File: src/xtsd_pkg.sv
// package: opcodes, field positions, constants and carriers for the decode block
package xtsd_pkg;
   // opcode patterns
   localparam logic [6:0] OP_TEST_SKIP = 7'h33;      // 0110 011 in bits 15:9
   localparam logic [7:0] OP_LIT_XOR = 8'h0a;        // 0000 1010 in bits 15:8
   localparam logic [5:0] OP_REG_XOR = 6'h06;        // 0001 10 in bits 15:10
   localparam logic [7:0] OP_PTR_ADD = 8'he8;        // pointer add / stack add and return
   localparam logic [7:0] OP_PTR_SUB = 8'he9;        // pointer sub / stack sub and return
   localparam logic [7:0] OP_PUSH_LIT = 8'hea;       // push literal
   localparam logic [7:0] OP_MOVE_STACK = 8'heb;     // move from stack, first word
   localparam logic [3:0] OP_SECOND_WORD = 4'hf;     // second word prefix
   localparam logic [15:0] OP_CALL_ACC = 16'h0014;   // call via accumulator
   localparam logic [3:0] OP_TWO_WORD_A = 4'hc;      // other two-word opcodes (1100)
   localparam logic [7:0] OP_TWO_WORD_B = 8'hee;     // two-word load literal prefix
   localparam logic [6:0] OP_TWO_WORD_C = 7'h76;     // two-word call / goto family (1110 110x)
   // field positions
   localparam int DEST_BIT = 9;                      // destination bit
   localparam int BANK_BIT = 8;                      // bank bit
   localparam int SEL_MSB = 7;                       // pointer select msb
   localparam int MOVE_MODE_BIT = 7;                 // absolute/offset destination
   // constants
   localparam logic [7:0] INDEX_LIMIT = 8'h5f;       // highest indexed offset, 95
   localparam logic [1:0] SEL_STACK = 2'h3;          // select value that means return
   localparam logic [1:0] STACK_PTR_IDX = 2'h2;      // stack pointer register index
   localparam logic [3:0] ACCESS_BANK = 4'h0;        // bank of access addresses
   localparam logic [3:0] ACCESS_HIGH_BANK = 4'hf;   // upper access half
   localparam logic [7:0] ACC_RESET = 8'h00;         // accumulator after reset
   localparam logic [11:0] PTR_RESET = 12'h000;      // pointers after reset
   localparam logic EXT_DEFAULT = 1'b1;              // unprogrammed: extension on

   // data memory request from the block
   typedef struct packed {
      logic rd;          // read strobe
      logic wr;          // write strobe
      logic [11:0] addr; // full data address
      logic [7:0] wdata; // write data
   } xtsd_mem_t;

   // control-flow requests to the rest of the core
   typedef struct packed {
      logic flushNext;   // discard the fetched word, run a no-operation
      logic doReturn;    // load program counter from return stack top
      logic doCallAcc;   // call through the accumulator
      logic [7:0] moveSrcOff; // move-from-stack source offset
      logic [11:0] moveDest;  // move-from-stack destination field
      logic moveAbs;     // destination is absolute
      logic moveGo;      // move-from-stack decoded with its second word
   } xtsd_flow_t;
endpackage : xtsd_pkg

File: src/xtsd_core.sv
// decode and execute of skip, exclusive-or and extension instructions
`timescale 1ns/1ps
// What this block does
// - test register skip; zero discards next word
// - skip costs one or two extra cycles
// - bank bit picks access or selected bank
// - extension and bank0 low offsets indexed
// - literal exclusive-or into accumulator, flags
// - register exclusive-or with flags, one cycle
// - destination bit picks accumulator or register
// - extension only when config bit set
// - pointer add and subtract six-bit literal
// - select three adjusts stack, then returns
// - fixed word calls through the accumulator
// - two-word move from stack decoded
// - push literal, then decrement stack pointer

// how it runs
// one rising edge of ref_clk is one instruction cycle. A word is taken on an
// edge where instrValid is high and the block is not busy or is waiting for the second word of a move. All of its effects
// (memory request, flow request, accumulator, flags, pointers) are registered
// on that same edge and so show on the outputs one cycle later.
//
// memReq and flow are single-cycle pulses: the surrounding core must act on
// them in the cycle they appear, because the next edge clears them again.
//
// memRdata is expected to hold the byte at the address that the current word
// decodes to, in the same cycle. The surrounding core forms that address from
// the word in flight; this block forms the same address again for memReq.
//
// busy covers every cycle in which a fetched word must not be executed:
//  - the no-op cycle after a taken skip, plus one more when the discarded
//    word turns out to be the first half of a two-word instruction;
//  - the no-op cycle after a stack add/subtract with return;
//  - the no-op cycle after a call through the accumulator;
//  - the wait for the second word of a move from stack.
// words presented while busy in a no-op cycle are dropped.
//
// the extension enable is caught in a flop after reset and is read from that
// flop only, so a change takes effect one cycle late. Its reset value is the
// enabled state, which is what an unprogrammed part shows.
//
// limitations a user should know:
//  - a skip decides on memRdata of the take cycle; the read strobe that follows
//    is informational only;
//  - a move from stack whose second word lacks the all-ones prefix is dropped
//    without any flow request;
//  - pointer arithmetic wraps inside the pointer width.
module xtsd_core #(
   parameter int DATA_W = 8,   // data width
   parameter int ADDR_W = 12   // data address width
) (
   // clock and reset
   input wire logic ref_clk,
   input wire logic resetn,
   // instruction stream: one word per instruction cycle
   input wire logic [15:0] instrWord,
   input wire logic instrValid,
   // configuration
   input wire logic extConfig,
   // core state
   input wire logic [3:0] bankSelect,
   input wire logic [DATA_W-1:0] memRdata,
   // outputs
   output xtsd_pkg::xtsd_mem_t memReq,
   output xtsd_pkg::xtsd_flow_t flow,
   output logic [DATA_W-1:0] accOut,
   output logic negFlag,
   output logic zeroFlag,
   output logic [ADDR_W-1:0] ptrOut [3],
   output logic busy
);
   // instruction cycle phases
   typedef enum logic [1:0] {XT_EXEC, XT_NOP, XT_SECOND} xtsd_state_t;

   xtsd_state_t state_q, state_d;            // sequencing state
   logic [1:0] nopLeft_q, nopLeft_d;         // extra no-op cycles still due
   logic [DATA_W-1:0] acc_q, acc_d;          // accumulator
   logic neg_q, neg_d, zero_q, zero_d;       // status flags
   logic [ADDR_W-1:0] ptr_q [3];             // pointer registers
   logic [ADDR_W-1:0] ptr_d [3];
   logic [15:0] first_q, first_d;            // held first word of a move
   xtsd_pkg::xtsd_mem_t mem_q, mem_d;        // registered memory request
   xtsd_pkg::xtsd_flow_t flow_q, flow_d;     // registered flow request
   logic cfg_q;                              // extension enable, caught after reset
   logic flowWasSkip_q, flowWasSkip_d;       // previous edge took a skip

   // form full data address from bank bit and 8-bit field
   function automatic logic [11:0] fullAddr(input logic bankBit, input logic [7:0] f,
                                             input logic [3:0] bank_select_register, input logic ext,
                                             input logic [11:0] stackPtr);
      if (bankBit) begin
         fullAddr = {bank_select_register, f};
      end else if (ext && (f <= xtsd_pkg::INDEX_LIMIT)) begin
         fullAddr = 12'(stackPtr + {4'h0, f});
      end else if (f[7]) begin
         fullAddr = {xtsd_pkg::ACCESS_HIGH_BANK, f};
      end else begin
         fullAddr = {xtsd_pkg::ACCESS_BANK, f};
      end
   endfunction : fullAddr

   // true when the word is the first of a two-word instruction
   function automatic logic isTwoWord(input logic [15:0] w, input logic ext);
      isTwoWord = (w[15:12] == xtsd_pkg::OP_TWO_WORD_A)
         || (w[15:8] == xtsd_pkg::OP_TWO_WORD_B)
         || (w[15:9] == xtsd_pkg::OP_TWO_WORD_C)
         || (ext && (w[15:8] == xtsd_pkg::OP_MOVE_STACK));
   endfunction : isTwoWord

   // configuration bit is sampled on every edge once reset is released
   always_ff @(posedge ref_clk) begin
      if (!resetn) begin
         cfg_q <= xtsd_pkg::EXT_DEFAULT;
      end else begin
         cfg_q <= extConfig;
      end
   end

   // next-state and datapath
   always_comb begin
      logic [7:0] res;
      logic [11:0] addr;
      logic [1:0] sel;
      logic [11:0] lit6;
      res = '0;
      addr = '0;
      sel = '0;
      lit6 = '0;
      state_d = state_q;
      nopLeft_d = nopLeft_q;
      acc_d = acc_q;
      neg_d = neg_q;
      zero_d = zero_q;
      ptr_d = ptr_q;
      first_d = first_q;
      mem_d = '0;
      flow_d = '0;
      addr = fullAddr(instrWord[xtsd_pkg::BANK_BIT], instrWord[7:0], bankSelect, cfg_q,
                      ptr_q[xtsd_pkg::STACK_PTR_IDX]);
      // pointer select sits just above the literal field
      sel = instrWord[xtsd_pkg::SEL_MSB:xtsd_pkg::SEL_MSB-1];
      // six-bit literal, zero extended to pointer width
      lit6 = {6'h00, instrWord[5:0]};
      case (state_q)
         // burn no-op cycles of a skip, a return or a call through the accumulator
         XT_NOP: begin
            if (flowWasSkip_q && isTwoWord(instrWord, cfg_q)) begin
               // discarded word is the first of two: one more no-op follows
               // so that its second word is not run as an instruction
               nopLeft_d = 2'd1;
            end else if (nopLeft_q <= 2'd1) begin
               // last no-op: next word is a fresh instruction
               state_d = XT_EXEC;
               nopLeft_d = 2'd0;
            end else begin
               nopLeft_d = nopLeft_q - 2'd1;
            end
         end
         // second word of a move from stack
         XT_SECOND: begin
            // wait here until the second word is offered
            if (instrValid) begin
               state_d = XT_EXEC;
               if (instrWord[15:12] == xtsd_pkg::OP_SECOND_WORD) begin
                  flow_d.moveGo = 1'b1;
                  flow_d.moveSrcOff = {1'b0, first_q[6:0]};
                  flow_d.moveAbs = ~first_q[xtsd_pkg::MOVE_MODE_BIT];
                  flow_d.moveDest = instrWord[11:0];
               end
            end
         end
         // first cycle of every instruction
         default: begin
            if (!instrValid) begin
               state_d = XT_EXEC;
            end else if (instrWord[15:9] == xtsd_pkg::OP_TEST_SKIP) begin
               // flags stay untouched
               mem_d.rd = 1'b1;
               mem_d.addr = addr;
               if (memRdata == '0) begin
                  flow_d.flushNext = 1'b1;
                  state_d = XT_NOP;
                  nopLeft_d = 2'd1;
               end
            end else if (instrWord[15:8] == xtsd_pkg::OP_LIT_XOR) begin
               res = acc_q ^ instrWord[7:0];
               acc_d = res;
               neg_d = res[7];
               zero_d = (res == 8'h00);
            end else if (instrWord[15:10] == xtsd_pkg::OP_REG_XOR) begin
               mem_d.rd = 1'b1;
               mem_d.addr = addr;
               res = acc_q ^ memRdata;
               neg_d = res[7];
               zero_d = (res == 8'h00);
               if (instrWord[xtsd_pkg::DEST_BIT]) begin
                  mem_d.wr = 1'b1;
                  mem_d.wdata = res;
               end else begin
                  acc_d = res;
               end
               // no skip: one cycle, nothing else happens
            end else if (cfg_q && ((instrWord[15:8] == xtsd_pkg::OP_PTR_ADD)
                                   || (instrWord[15:8] == xtsd_pkg::OP_PTR_SUB))) begin
               // select three always works on the stack pointer and returns
               if (sel == xtsd_pkg::SEL_STACK) begin
                  sel = xtsd_pkg::STACK_PTR_IDX;
                  flow_d.doReturn = 1'b1;
                  state_d = XT_NOP;
                  nopLeft_d = 2'd1;
               end
               if (instrWord[8]) begin
                  ptr_d[sel] = ptr_q[sel] - lit6;
               end else begin
                  ptr_d[sel] = ptr_q[sel] + lit6;
               end
               // bit 8 tells subtract from add
            end else if (cfg_q && (instrWord == xtsd_pkg::OP_CALL_ACC)) begin
               // target forming is left to the program counter logic
               flow_d.doCallAcc = 1'b1;
               state_d = XT_NOP;
               nopLeft_d = 2'd1;
            end else if (cfg_q && (instrWord[15:8] == xtsd_pkg::OP_PUSH_LIT)) begin
               // store goes to the old stack pointer value
               mem_d.wr = 1'b1;
               mem_d.addr = ptr_q[xtsd_pkg::STACK_PTR_IDX];
               mem_d.wdata = instrWord[7:0];
               ptr_d[xtsd_pkg::STACK_PTR_IDX] = ptr_q[xtsd_pkg::STACK_PTR_IDX] - 12'h001;
            end else if (cfg_q && (instrWord[15:8] == xtsd_pkg::OP_MOVE_STACK)) begin
               // keep the first word until its partner arrives
               first_d = instrWord;
               state_d = XT_SECOND;
            end
         end
      endcase
   end

   // remember a taken skip so the first no-op cycle can look at the
   // discarded word and stretch the skip over a two-word instruction
   always_comb begin
      flowWasSkip_d = flow_d.flushNext;
   end

   // register all state
   always_ff @(posedge ref_clk) begin
      if (!resetn) begin
         state_q <= XT_EXEC;
         nopLeft_q <= 2'd0;
         acc_q <= xtsd_pkg::ACC_RESET;
         neg_q <= 1'b0;
         zero_q <= 1'b0;
         for (int i = 0; i < 3; i++) begin
            ptr_q[i] <= xtsd_pkg::PTR_RESET;
         end
         first_q <= 16'h0000;
         mem_q <= '0;
         flow_q <= '0;
         flowWasSkip_q <= 1'b0;
      end else begin
         state_q <= state_d;
         nopLeft_q <= nopLeft_d;
         acc_q <= acc_d;
         neg_q <= neg_d;
         zero_q <= zero_d;
         ptr_q <= ptr_d;
         first_q <= first_d;
         mem_q <= mem_d;
         flow_q <= flow_d;
         flowWasSkip_q <= flowWasSkip_d;
      end
   end

   // outputs from flip-flops
   // busy is decoded from the state register only, so it carries no
   // path from the instruction inputs
   assign memReq = mem_q;
   assign flow = flow_q;
   assign accOut = acc_q;
   assign negFlag = neg_q;
   assign zeroFlag = zero_q;
   assign ptrOut = ptr_q;
   assign busy = (state_q != XT_EXEC);
endmodule : xtsd_core

File: config.mk
export PLATFORM = sky130hd
export DESIGN_NAME = xtsd_core
export DESIGN_NICKNAME = d
export VERILOG_FILES = /design/src/xtsd_pkg.sv /design/src/xtsd_core.sv
export SDC_FILE = /design/constraint.sdc
export NUM_CORES = 1
export LEC_CHECK = 0
export BUFFER_PORTS_ARGS = -buffer_cell sky130_fd_sc_hd__buf_2
export CORE_AREA = 4 4 113 115
export CTS_CLUSTER_SIZE = 10
export DETAILED_ROUTE_END_ITERATION = 16
export DIE_AREA = 0 0 117 119
export PLACE_DENSITY = 0.85
export SLEW_MARGIN = 0
export SYNTH_ARGS = -nofsm -noshare
export SYNTH_HDL_FRONTEND = slang
export SYNTH_SLANG_ARGS = --single-unit
File: constraint.sdc
create_clock -name ref_clk -period 5.5 [get_ports ref_clk]
set_input_delay 0.55 -clock ref_clk [delete_from_list [all_inputs] [get_ports ref_clk]]
set_output_delay 0.55 -clock ref_clk [all_outputs]
set_load 0.01 [all_outputs]
# == After elaboration in Yosys (flattened, before gate mapping) ==
# Cells that the tools add are included.
# totals
mem_bits_ro,0
word_cells,174
latch_bits,0
out_inout_bits,94
n_memories,0
reg_bits,106
mem_bits_rw,0
# classes
mul,0
reduce_logical,34
addsub,5
bitwise,14
n_lt_le_gt_ge,4
muxes,65
n_shift,0
n_eq_ne,30
n_div,0
# ops
operator,n
$mux 12,10
$mux 21,4
$bwmux 36,2
$mux 2,28
$eq 8x8->1 const B,5
$mux 36,1
$mux 8,4
$bmux 12 s2,1
$demux 12 s2,1
$logic_not 8->1,3
$mux 22,1
$reduce_and 9->1,2
$eq 16x5->1 const B,1
$reduce_or 8->1,2
$xor 8x8->8,2
$reduce_and 7->1,2
$add 12x6->12,1
$add 12x8->12,1
$sub 12x1->12 const B,1
$sub 12x6->12,1
$mux 1,11
$not 1->1,11
$ne 5x3->1 const B,2
$eq 4x4->1 const B,2
other kinds (34),53

# == Longest topological paths before layout ==
# Gate-level depths: netlist of the first run.
# logic_depth
word_depth,17
depth_mapped,15
ltp_nobuf,11

# == Worst setup path after synthesis of the first run ==
# No wires, ideal clock.
# synth_timing
path_kind,input to register
from,input instrWord[6]
to,"register ptr_q, in the netlist ptrOut[35]"
cell_stages,12
required_ps,5369
setup_slack_ps,2005
arrival_ps,3363
path_cell_list,buf_2 > buf_2 > buf_1 > mux2i_1 > o21ai_0 > ha_1 > or3b_1 > o22ai_2 > or4b_4 > nor3_2 > or2_1 > o311ai_1
# synth_via
elab_chain_cells,15
word_cells_on_any_way,22
classes_between,add/sub (2); order compare (2); eq/ne (1); mux (15); bitwise (1); reduce/logical (1)
# synth_rtl
element,line_no,rtl
start: declaration,xtsd_core.sv:57,"input wire logic [15:0] instrWord,"
$eq 2x2->1,xtsd_core.sv:207,if (sel == xtsd_pkg::SEL_STACK) begin
$mux 2 *,xtsd_core.sv:207,
$mux 2 *,xtsd_core.sv:204,end else if (cfg_q && ((instrWord[15:8] == xtsd_pkg::OP_PTR_ADD)
$mux 2 *,xtsd_core.sv:191,end else if (instrWord[15:10] == xtsd_pkg::OP_REG_XOR) begin
$mux 2 *,xtsd_core.sv:186,end else if (instrWord[15:8] == xtsd_pkg::OP_LIT_XOR) begin
$mux 2 *,xtsd_core.sv:177,end else if (instrWord[15:9] == xtsd_pkg::OP_TEST_SKIP) begin
$mux 2 *,xtsd_core.sv:175,if (!instrValid) begin
$mux 2 *,xtsd_core.sv:145,case (state_q)
$not 2->3 (implied by the code) *,"xtsd_core.sv:214, xtsd_core.sv:216",
$bmux 12 s2 (tied with other cells),"xtsd_core.sv:214, xtsd_core.sv:216",
$mux 12 (implied by the code) / $logic_and 1x1->1 (equally long branches),"xtsd_core.sv:214, xtsd_core.sv:216",
$mux 12 (implied by the code),"xtsd_core.sv:214, xtsd_core.sv:216",
$add 12x6->12 (tied with other cells),xtsd_core.sv:216,ptr_d[sel] = ptr_q[sel] + lit6;
$bwmux 36 (on tied branches),"xtsd_core.sv:216, xtsd_core.sv:214",
$mux 36 *,xtsd_core.sv:213,if (instrWord[8]) begin
end signal: indexed assignment,xtsd_core.sv:254,ptr_q[i] <= xtsd_pkg::PTR_RESET;
end signal: assignment,xtsd_core.sv:266,ptr_q <= ptr_d;
end: declaration,xtsd_core.sv:80,logic [ADDR_W-1:0] ptr_q [3];
# Mark *: on every way between the ends. The rest lies on a longest branch, timed or not. The select of a mux whose other input is x is not followed.
# A chain may end at the register's enable or synchronous reset.

# == Worst setup path in the final report of the first run ==
# layout_timing
from,input instrWord[6]
to,"register ptr_q, in the netlist ptrOut[18]"
# Same word-level chain as after synthesis.

==> impl_metrics.tcl, run 1 <==
set metrics [dict create \
    outcome "complete, no violations" \
    fmax_mhz 286 \
    finalInstanceArea_um2 7300 \
    placed_area_um2 6990 \
    syn_to_final_growth_pct 14.6 \
    yosys-top-cells-area "dfxtp_1 (33%), ha_1 (4.9%), mux2i_1 (4.6%)" \
    hold_viol 0 \
    vias_per_cell 6.26 \
    stdcell_count 1013 \
    reg2reg_slack_ns 2.48 \
    synth_flop_cell "dfxtp_1" \
    dr.first_iter.drc_count 715 \
    whs_path_depth 2 \
    worstSetupStartpointType "input port" \
    gp_congestion 0.968 \
    ir_drop_uv 137 \
    synth-seq-area-share 0.330 \
    finalSetupViolations 0 \
    synth_largest_area_cell "dfxtp_1" \
    n_antenna_cell 0 \
    grt_pass1_vias 5783 \
    crit_required_ns 5.70 \
    vias 6343 \
    synth.most_common_cell "dfxtp_1" \
    finalNetCount 921 \
    synth-edff-count 0 \
    timing.final.crit_share 0.635 \
    tns_ns 0 \
    postCtsSetupBuffers 0 \
    boundaryPins 126 \
    min_from "extConfig" \
    rr_endpoint "ptrOut[18]" \
    fp.dieH_um 119 \
    htreeDepth 3 \
    grt.overflow.total 0 \
    synth_top_area_share 0.330 \
    cts-buffers-inserted 9 \
    synth_warnings 0 \
    drtPass1Iterations 5 \
    whs_endpoint "cfg_q" \
    cts_resized 0 \
    yosys_register_bits 105 \
    synth.avg_cell_area_um2 8.28 \
    ant_nets 0 \
    mappedNetlistArea_um2 6370 \
    drv_slew 0 \
    clockRootBuffer "clkbuf_16" \
    place_ws_ns 1.70 \
    cts.hold.buffers_added 0 \
    grt_max_degree 42 \
    clk_pin_slew_ns 0.08 \
    clock-sinks 105 \
    critPathKind "in -> reg" \
    grtUsageTotal 0.273 \
    insertion_delay_ns 0.36 \
    start_util 0.539 \
    die-area_um2 13900 \
    finalPower_mw 1.60 \
    syn_inst 769 \
    synth_cell_types 90 \
    grt_pass1_wl_um 30100 \
    num_rows 40 \
    antenna_found_initial 0 \
    crit_path_max_fanout 27 \
    synth-async-reset-ratio 0 \
    clockBufferDepth 2 \
    total_leakage_power_nw 3.14 \
    arrival_ns 3.70 \
    maxCapViolCount 0 \
    fin_crit_ns 3.49 \
    skew_ns 0.00878 \
    drive_above_1_share 0.204 \
    netlist_top_cells_count "dfxtp_1 (105), nand2_1 (76), nor2_1 (50)" \
    die_w_um 117 \
    hold_class "in -> reg" \
    worst_pin_slew_ns 1.07 \
    dp_cells 997 \
    rr_worst_depth 11 \
    routedWlPerCell_um 18.9 \
    worst_slack_ns 2.01 \
    p_per_area_nw_per_um2 219 \
    portBuffers 124 \
    core_um2 11800 \
    cts_tree "yes" \
    timing.rr.start "ptrOut[0]" \
    syn_nets 829 \
    rsz0062_at_grt "false" \
    end_kind "flop" \
    max_slew_margin 0.282 \
    drc_errors 0 \
    routed_wl_um 19200 \
    dpl.hpwl_um 13700 \
]
-- worst max-delay path by stage --
stage | from | end | cells past startpoint
2_1_floorplan | instrWord[6] | ptrOut[35] | 12
3_3_place_gp | instrWord[6] | ptrOut[30] | 12
3_5_place_dp | instrWord[6] | ptrOut[18] | 11
4_1_cts | instrWord[6] | ptrOut[18] | 11
5_1_grt | instrWord[6] | ptrOut[18] | 11
6_report | instrWord[6] | ptrOut[18] | 11
-- cell families (layout without fill, tap and decap cells) --
family	after synthesis	in the layout	share of synthesized area
muxes	32	32	0.0509
and+or+nand+nor	290	290	0.246
buffers and inverters	78	175	0.0519
DFF	105	105	0.330
other	1	1	0.000589
xor gates and xnor gates	35	35	0.0481
adders and majority gates	28	28	0.0586
AOI/OAI and AO/OA	200	200	0.214
-- per-layer routing --
layer / routed length (um) / track usage
met5: 23 / 0
met4: 742 / 0.130
met3: 1710 / 0.0442
met2: 8640 / 0.418
met1: 8080 / 0.371
-- report_power, final --
part | internal, mW | switching (mW) | leakage, nW | total [mW]
combinational | 0.0549 | 0.117 | 2.15 | 0.172
clock | 0.325 | 0.339 | 0.146 | 0.664
sequential | 0.762 | 0.00260 | 0.846 | 0.764
total | 1.14 | 0.459 | 3.14 | 1.60
-- metrics by stage --
| stage | hold slack, ns | utilization |
|---|---|---|
| 2_1_floorplan | 0.401 | - |
| 3_3_place_gp | 0.415 | 0.592 |
| 3_5_place_dp | 0.413 | 0.592 |
| 4_1_cts | 0.409 | 0.618 |
| 5_1_grt | 0.427 | 0.618 |
| 6_report | 0.394 | 0.618 |
-- layout make-up --
cell class              count  area (um^2)
fillers                  1052         4510
multi-input cells         586         3940
flip-flops and latches    105         2100
repair buffers            127          643
clock buffers               9          225
well taps                 147          184
inverters                  32          120
clock inverters             7         85.1
-- critical path, stage by stage --
cell and delay [ns]:
buf_2 0.61, mux2i_1 0.18, o21ai_0 0.38, inv_1 0.17, fa_1 0.45, o21bai_1 0.16
a21oi_1 0.11, o31ai_1 0.47, o2bb2ai_1 0.19, xor2_1 0.26, o22ai_1 0.14
-- registers in the layout, indices dropped and copies added (netlist names) --
register and cells:
negFlag 1, flow 23, accOut 8, flowWasSkip_q 1
cfg_q 1, zeroFlag 1, memReq 22, ptrOut 36
first_q 8, state_q 2, nopLeft_q 2
-- cells in the final DEF, fill, tap and decap left out, types with 25 or more instances in the layout --
cell type  count
buf_2        124
dfxtp_1      105
nand2_1       76
nor2_1        50
a21oi_1       47
o21ai_0       45
inv_1         31
mux2i_1       29
nor3_1        26
ha_1          25
(Power assumes the default switching activity.)
==> inputs of run 2 (changes only) <==
- ABC_AREA: unset -> 1
- CORE_AREA: 4 4 113 115 -> 4 4 112 114
- DIE_AREA: 0 0 117 119 -> 0 0 116 118
- clock period: 5.5 -> 3.6 ns (I/O delays scaled with it)
==> impl_metrics.tcl, run 2 <==
set metrics [dict create \
    outcome "complete, no violations" \
    path_cells "inv_1, a221oi_1, inv_1, ha_1, fa_1, o21ai_0, nand2_1, nand2_1, nand2_1, nand3_1, nand2_1, o21ai_0, nand2_1, a21oi_1" \
    antenna_found_initial 0 \
    hold_viol 0 \
    grt.overflow.total 0 \
    die-area_um2 13700 \
    slowest_stage "dfxtp_1" \
    finalInstanceArea_um2 7290 \
    routed_wl_um 19500 \
    synth_largest_area_cell "dfxtp_1" \
    routedWlPerCell_um 16.7 \
    synth.area.mux_share 0.00160 \
    drive_above_1_share 0.180 \
    layout_common_cells "nand2_1 (176), buf_2 (124), inv_1 (113), dfxtp_1 (105), nor2_1 (91)" \
    netlist_top_cells_count "nand2_1 (176), inv_1 (113), dfxtp_1 (105)" \
    synth-edff-count 0 \
    finalPower_mw 2.73 \
    synth_cell_types 49 \
    synthXorXnorAreaFrac 0.0447 \
    n_antenna_cell 0 \
    clockBufferDepth 2 \
    crit_required_ns 3.91 \
    htreeDepth 3 \
    path_delay_family "compound AO/OA/AOI/OAI gates" \
    vias_per_cell 5.68 \
    worst_pin_slew_ns 0.621 \
    synthAdderAreaFrac 0.0595 \
    syn_inst 906 \
    cts.hold.buffers_added 0 \
    yosys_register_bits 105 \
    hold_class "in -> reg" \
    crit_path_frequent_cell "nand2_1" \
    clk_pin_slew_ns 0.08 \
    largest_reg_flops 36 \
    arrival_ns 3.36 \
    core_um2 11400 \
    critPathKind "reg -> reg" \
    synth-async-reset-ratio 0 \
    grt_pass1_vias 6127 \
    finalNetCount 1079 \
    fmax_mhz 328 \
    placed_area_um2 6970 \
    maxCapViolCount 0 \
    portBuffers 124 \
    worstSetupStartpointType "flop" \
    multi_input_area_um2 3570 \
    vias 6627 \
    fill_cells 1069 \
    clockRootBuffer "clkbuf_16" \
    syn_to_final_growth_pct 16.2 \
    grt_max_degree 49 \
    hold_ws_ns 0.212 \
    skew_ns 0.00842 \
    total_leakage_power_nw 3.69 \
    synth_top_area_share 0.335 \
    timing.final.crit_share 0.848 \
    mappedNetlistArea_um2 6270 \
    start_util 0.549 \
    end_kind "flop" \
    synth_top_family_by_area "simple AND/OR/NAND/NOR gates" \
    p_per_area_nw_per_um2 374 \
    ant_nets 0 \
    synth-seq-area-share 0.335 \
    die_w_um 116 \
    dr.first_iter.drc_count 693 \
    yosys.area_share.simple 0.272 \
    tns_ns 0 \
    synth_warnings 0 \
    num_rows 39 \
    final_common_cell "nand2_1" \
    ir_drop_uv 445 \
    rsz0062_at_grt "false" \
    drc_errors 0 \
    finalSetupViolations 0 \
    cts_resized 0 \
    dpl.hpwl_um 14800 \
    grtUsageTotal 0.285 \
    clock-sinks 105 \
    fp.dieH_um 118 \
    synth.most_common_cell "nand2_1" \
    grt_pass1_wl_um 31100 \
    yosys-top-cells-area "dfxtp_1 (34%), nand2_1 (11%), inv_1 (6.8%)" \
    gp_congestion 0.953 \
    max_slew_margin 0.586 \
    final-seq-area_um2 2100 \
    crit_path_max_fanout 6 \
    synth.avg_cell_area_um2 6.92 \
    drv_slew 0 \
    syn_nets 966 \
    drtPass1Iterations 7 \
    synth_flop_cell "dfxtp_1" \
    synth_compound_area_frac 0.191 \
    critPathBufInv 2 \
    insertion_delay_ns 0.37 \
    boundaryPins 126 \
    postCtsSetupBuffers 0 \
    fin_crit_ns 3.05 \
    cts_tree "yes" \
    cts-buffers-inserted 9 \
    slowest_delay_ns 0.43 \
]
==> run 2: cell families (layout without fill, tap and decap cells) <==
family / Yosys count / in the layout
AND/OR/NAND/NOR: 383 / 383
AO/OA/AOI/OAI: 205 / 205
buffers and inverters: 151 / 269
flip-flops: 105 / 105
XOR/XNOR: 32 / 32
adder cells (fa/ha/maj): 28 / 28
other: 1 / 1
multiplexers: 1 / 1
==> run 2: metal layers <==
metal / vias up / wire length (um) / part of all wire / GRT usage
met1: 2983 / 7930 / 0.41 / 0.366
li1: 3225 / - / - / -
met2: 349 / 9050 / 0.46 / 0.462
met5: - / 0 / 0 / 0
met3: 70 / 1810 / 0.093 / 0.0648
met4: 0 / 729 / 0.037 / 0.105
==> run 2: report_power, final <==
part           switching (mW)  total [mW]  internal [mW]
Clock                   0.522        1.03          0.504
Sequential             0.0136        1.19           1.18
Combinational           0.354       0.510          0.156
Total                   0.890        2.73           1.84
==> run 2: worst register-to-register path, delay by kind of cell, from the launching register on <==
| family | cells | cell delay, ns |
|---|---|---|
| AOI/OAI and AO/OA | 4 | 1.18 |
| adders and majority gates | 2 | 0.65 |
| and+or+nand+nor | 6 | 0.46 |
| DFF | 1 | 0.43 |
| buffers and inverters | 2 | 0.27 |
==> run 2: final cells by class <==
cell class / count / area share
multi-input combinational: 650 / 0.490
inverter: 124 / 0.0639
timing repair buffer: 129 / 0.0903
clock buffer: 9 / 0.0309
clock inverter: 7 / 0.0122
tap: 143 / 0.0246
sequential: 105 / 0.289
==> run 2: worst paths after layout <==
check | slack, ns | from | cells past startpoint | end
setup / recovery | 0.55 | ptrOut[0] | 14 | ptrOut[8]
hold / removal | 0.21 | extConfig | 2 | cfg_q
setup reg to reg | 0.55 | ptrOut[0] | 14 | ptrOut[8]
hold reg to reg | 0.43 | first_q[3] | 2 | flow[17]
==> run 2: through the flow <==
step,util,cells,worst slack [ns]
after global routing,0.638,1167,0.319
after global placement,0.611,1151,0.484
final,0.638,1167,0.547
after detailed placement,0.611,1151,0.351
after CTS,0.638,1167,0.683
after floorplan,-,906,0.822
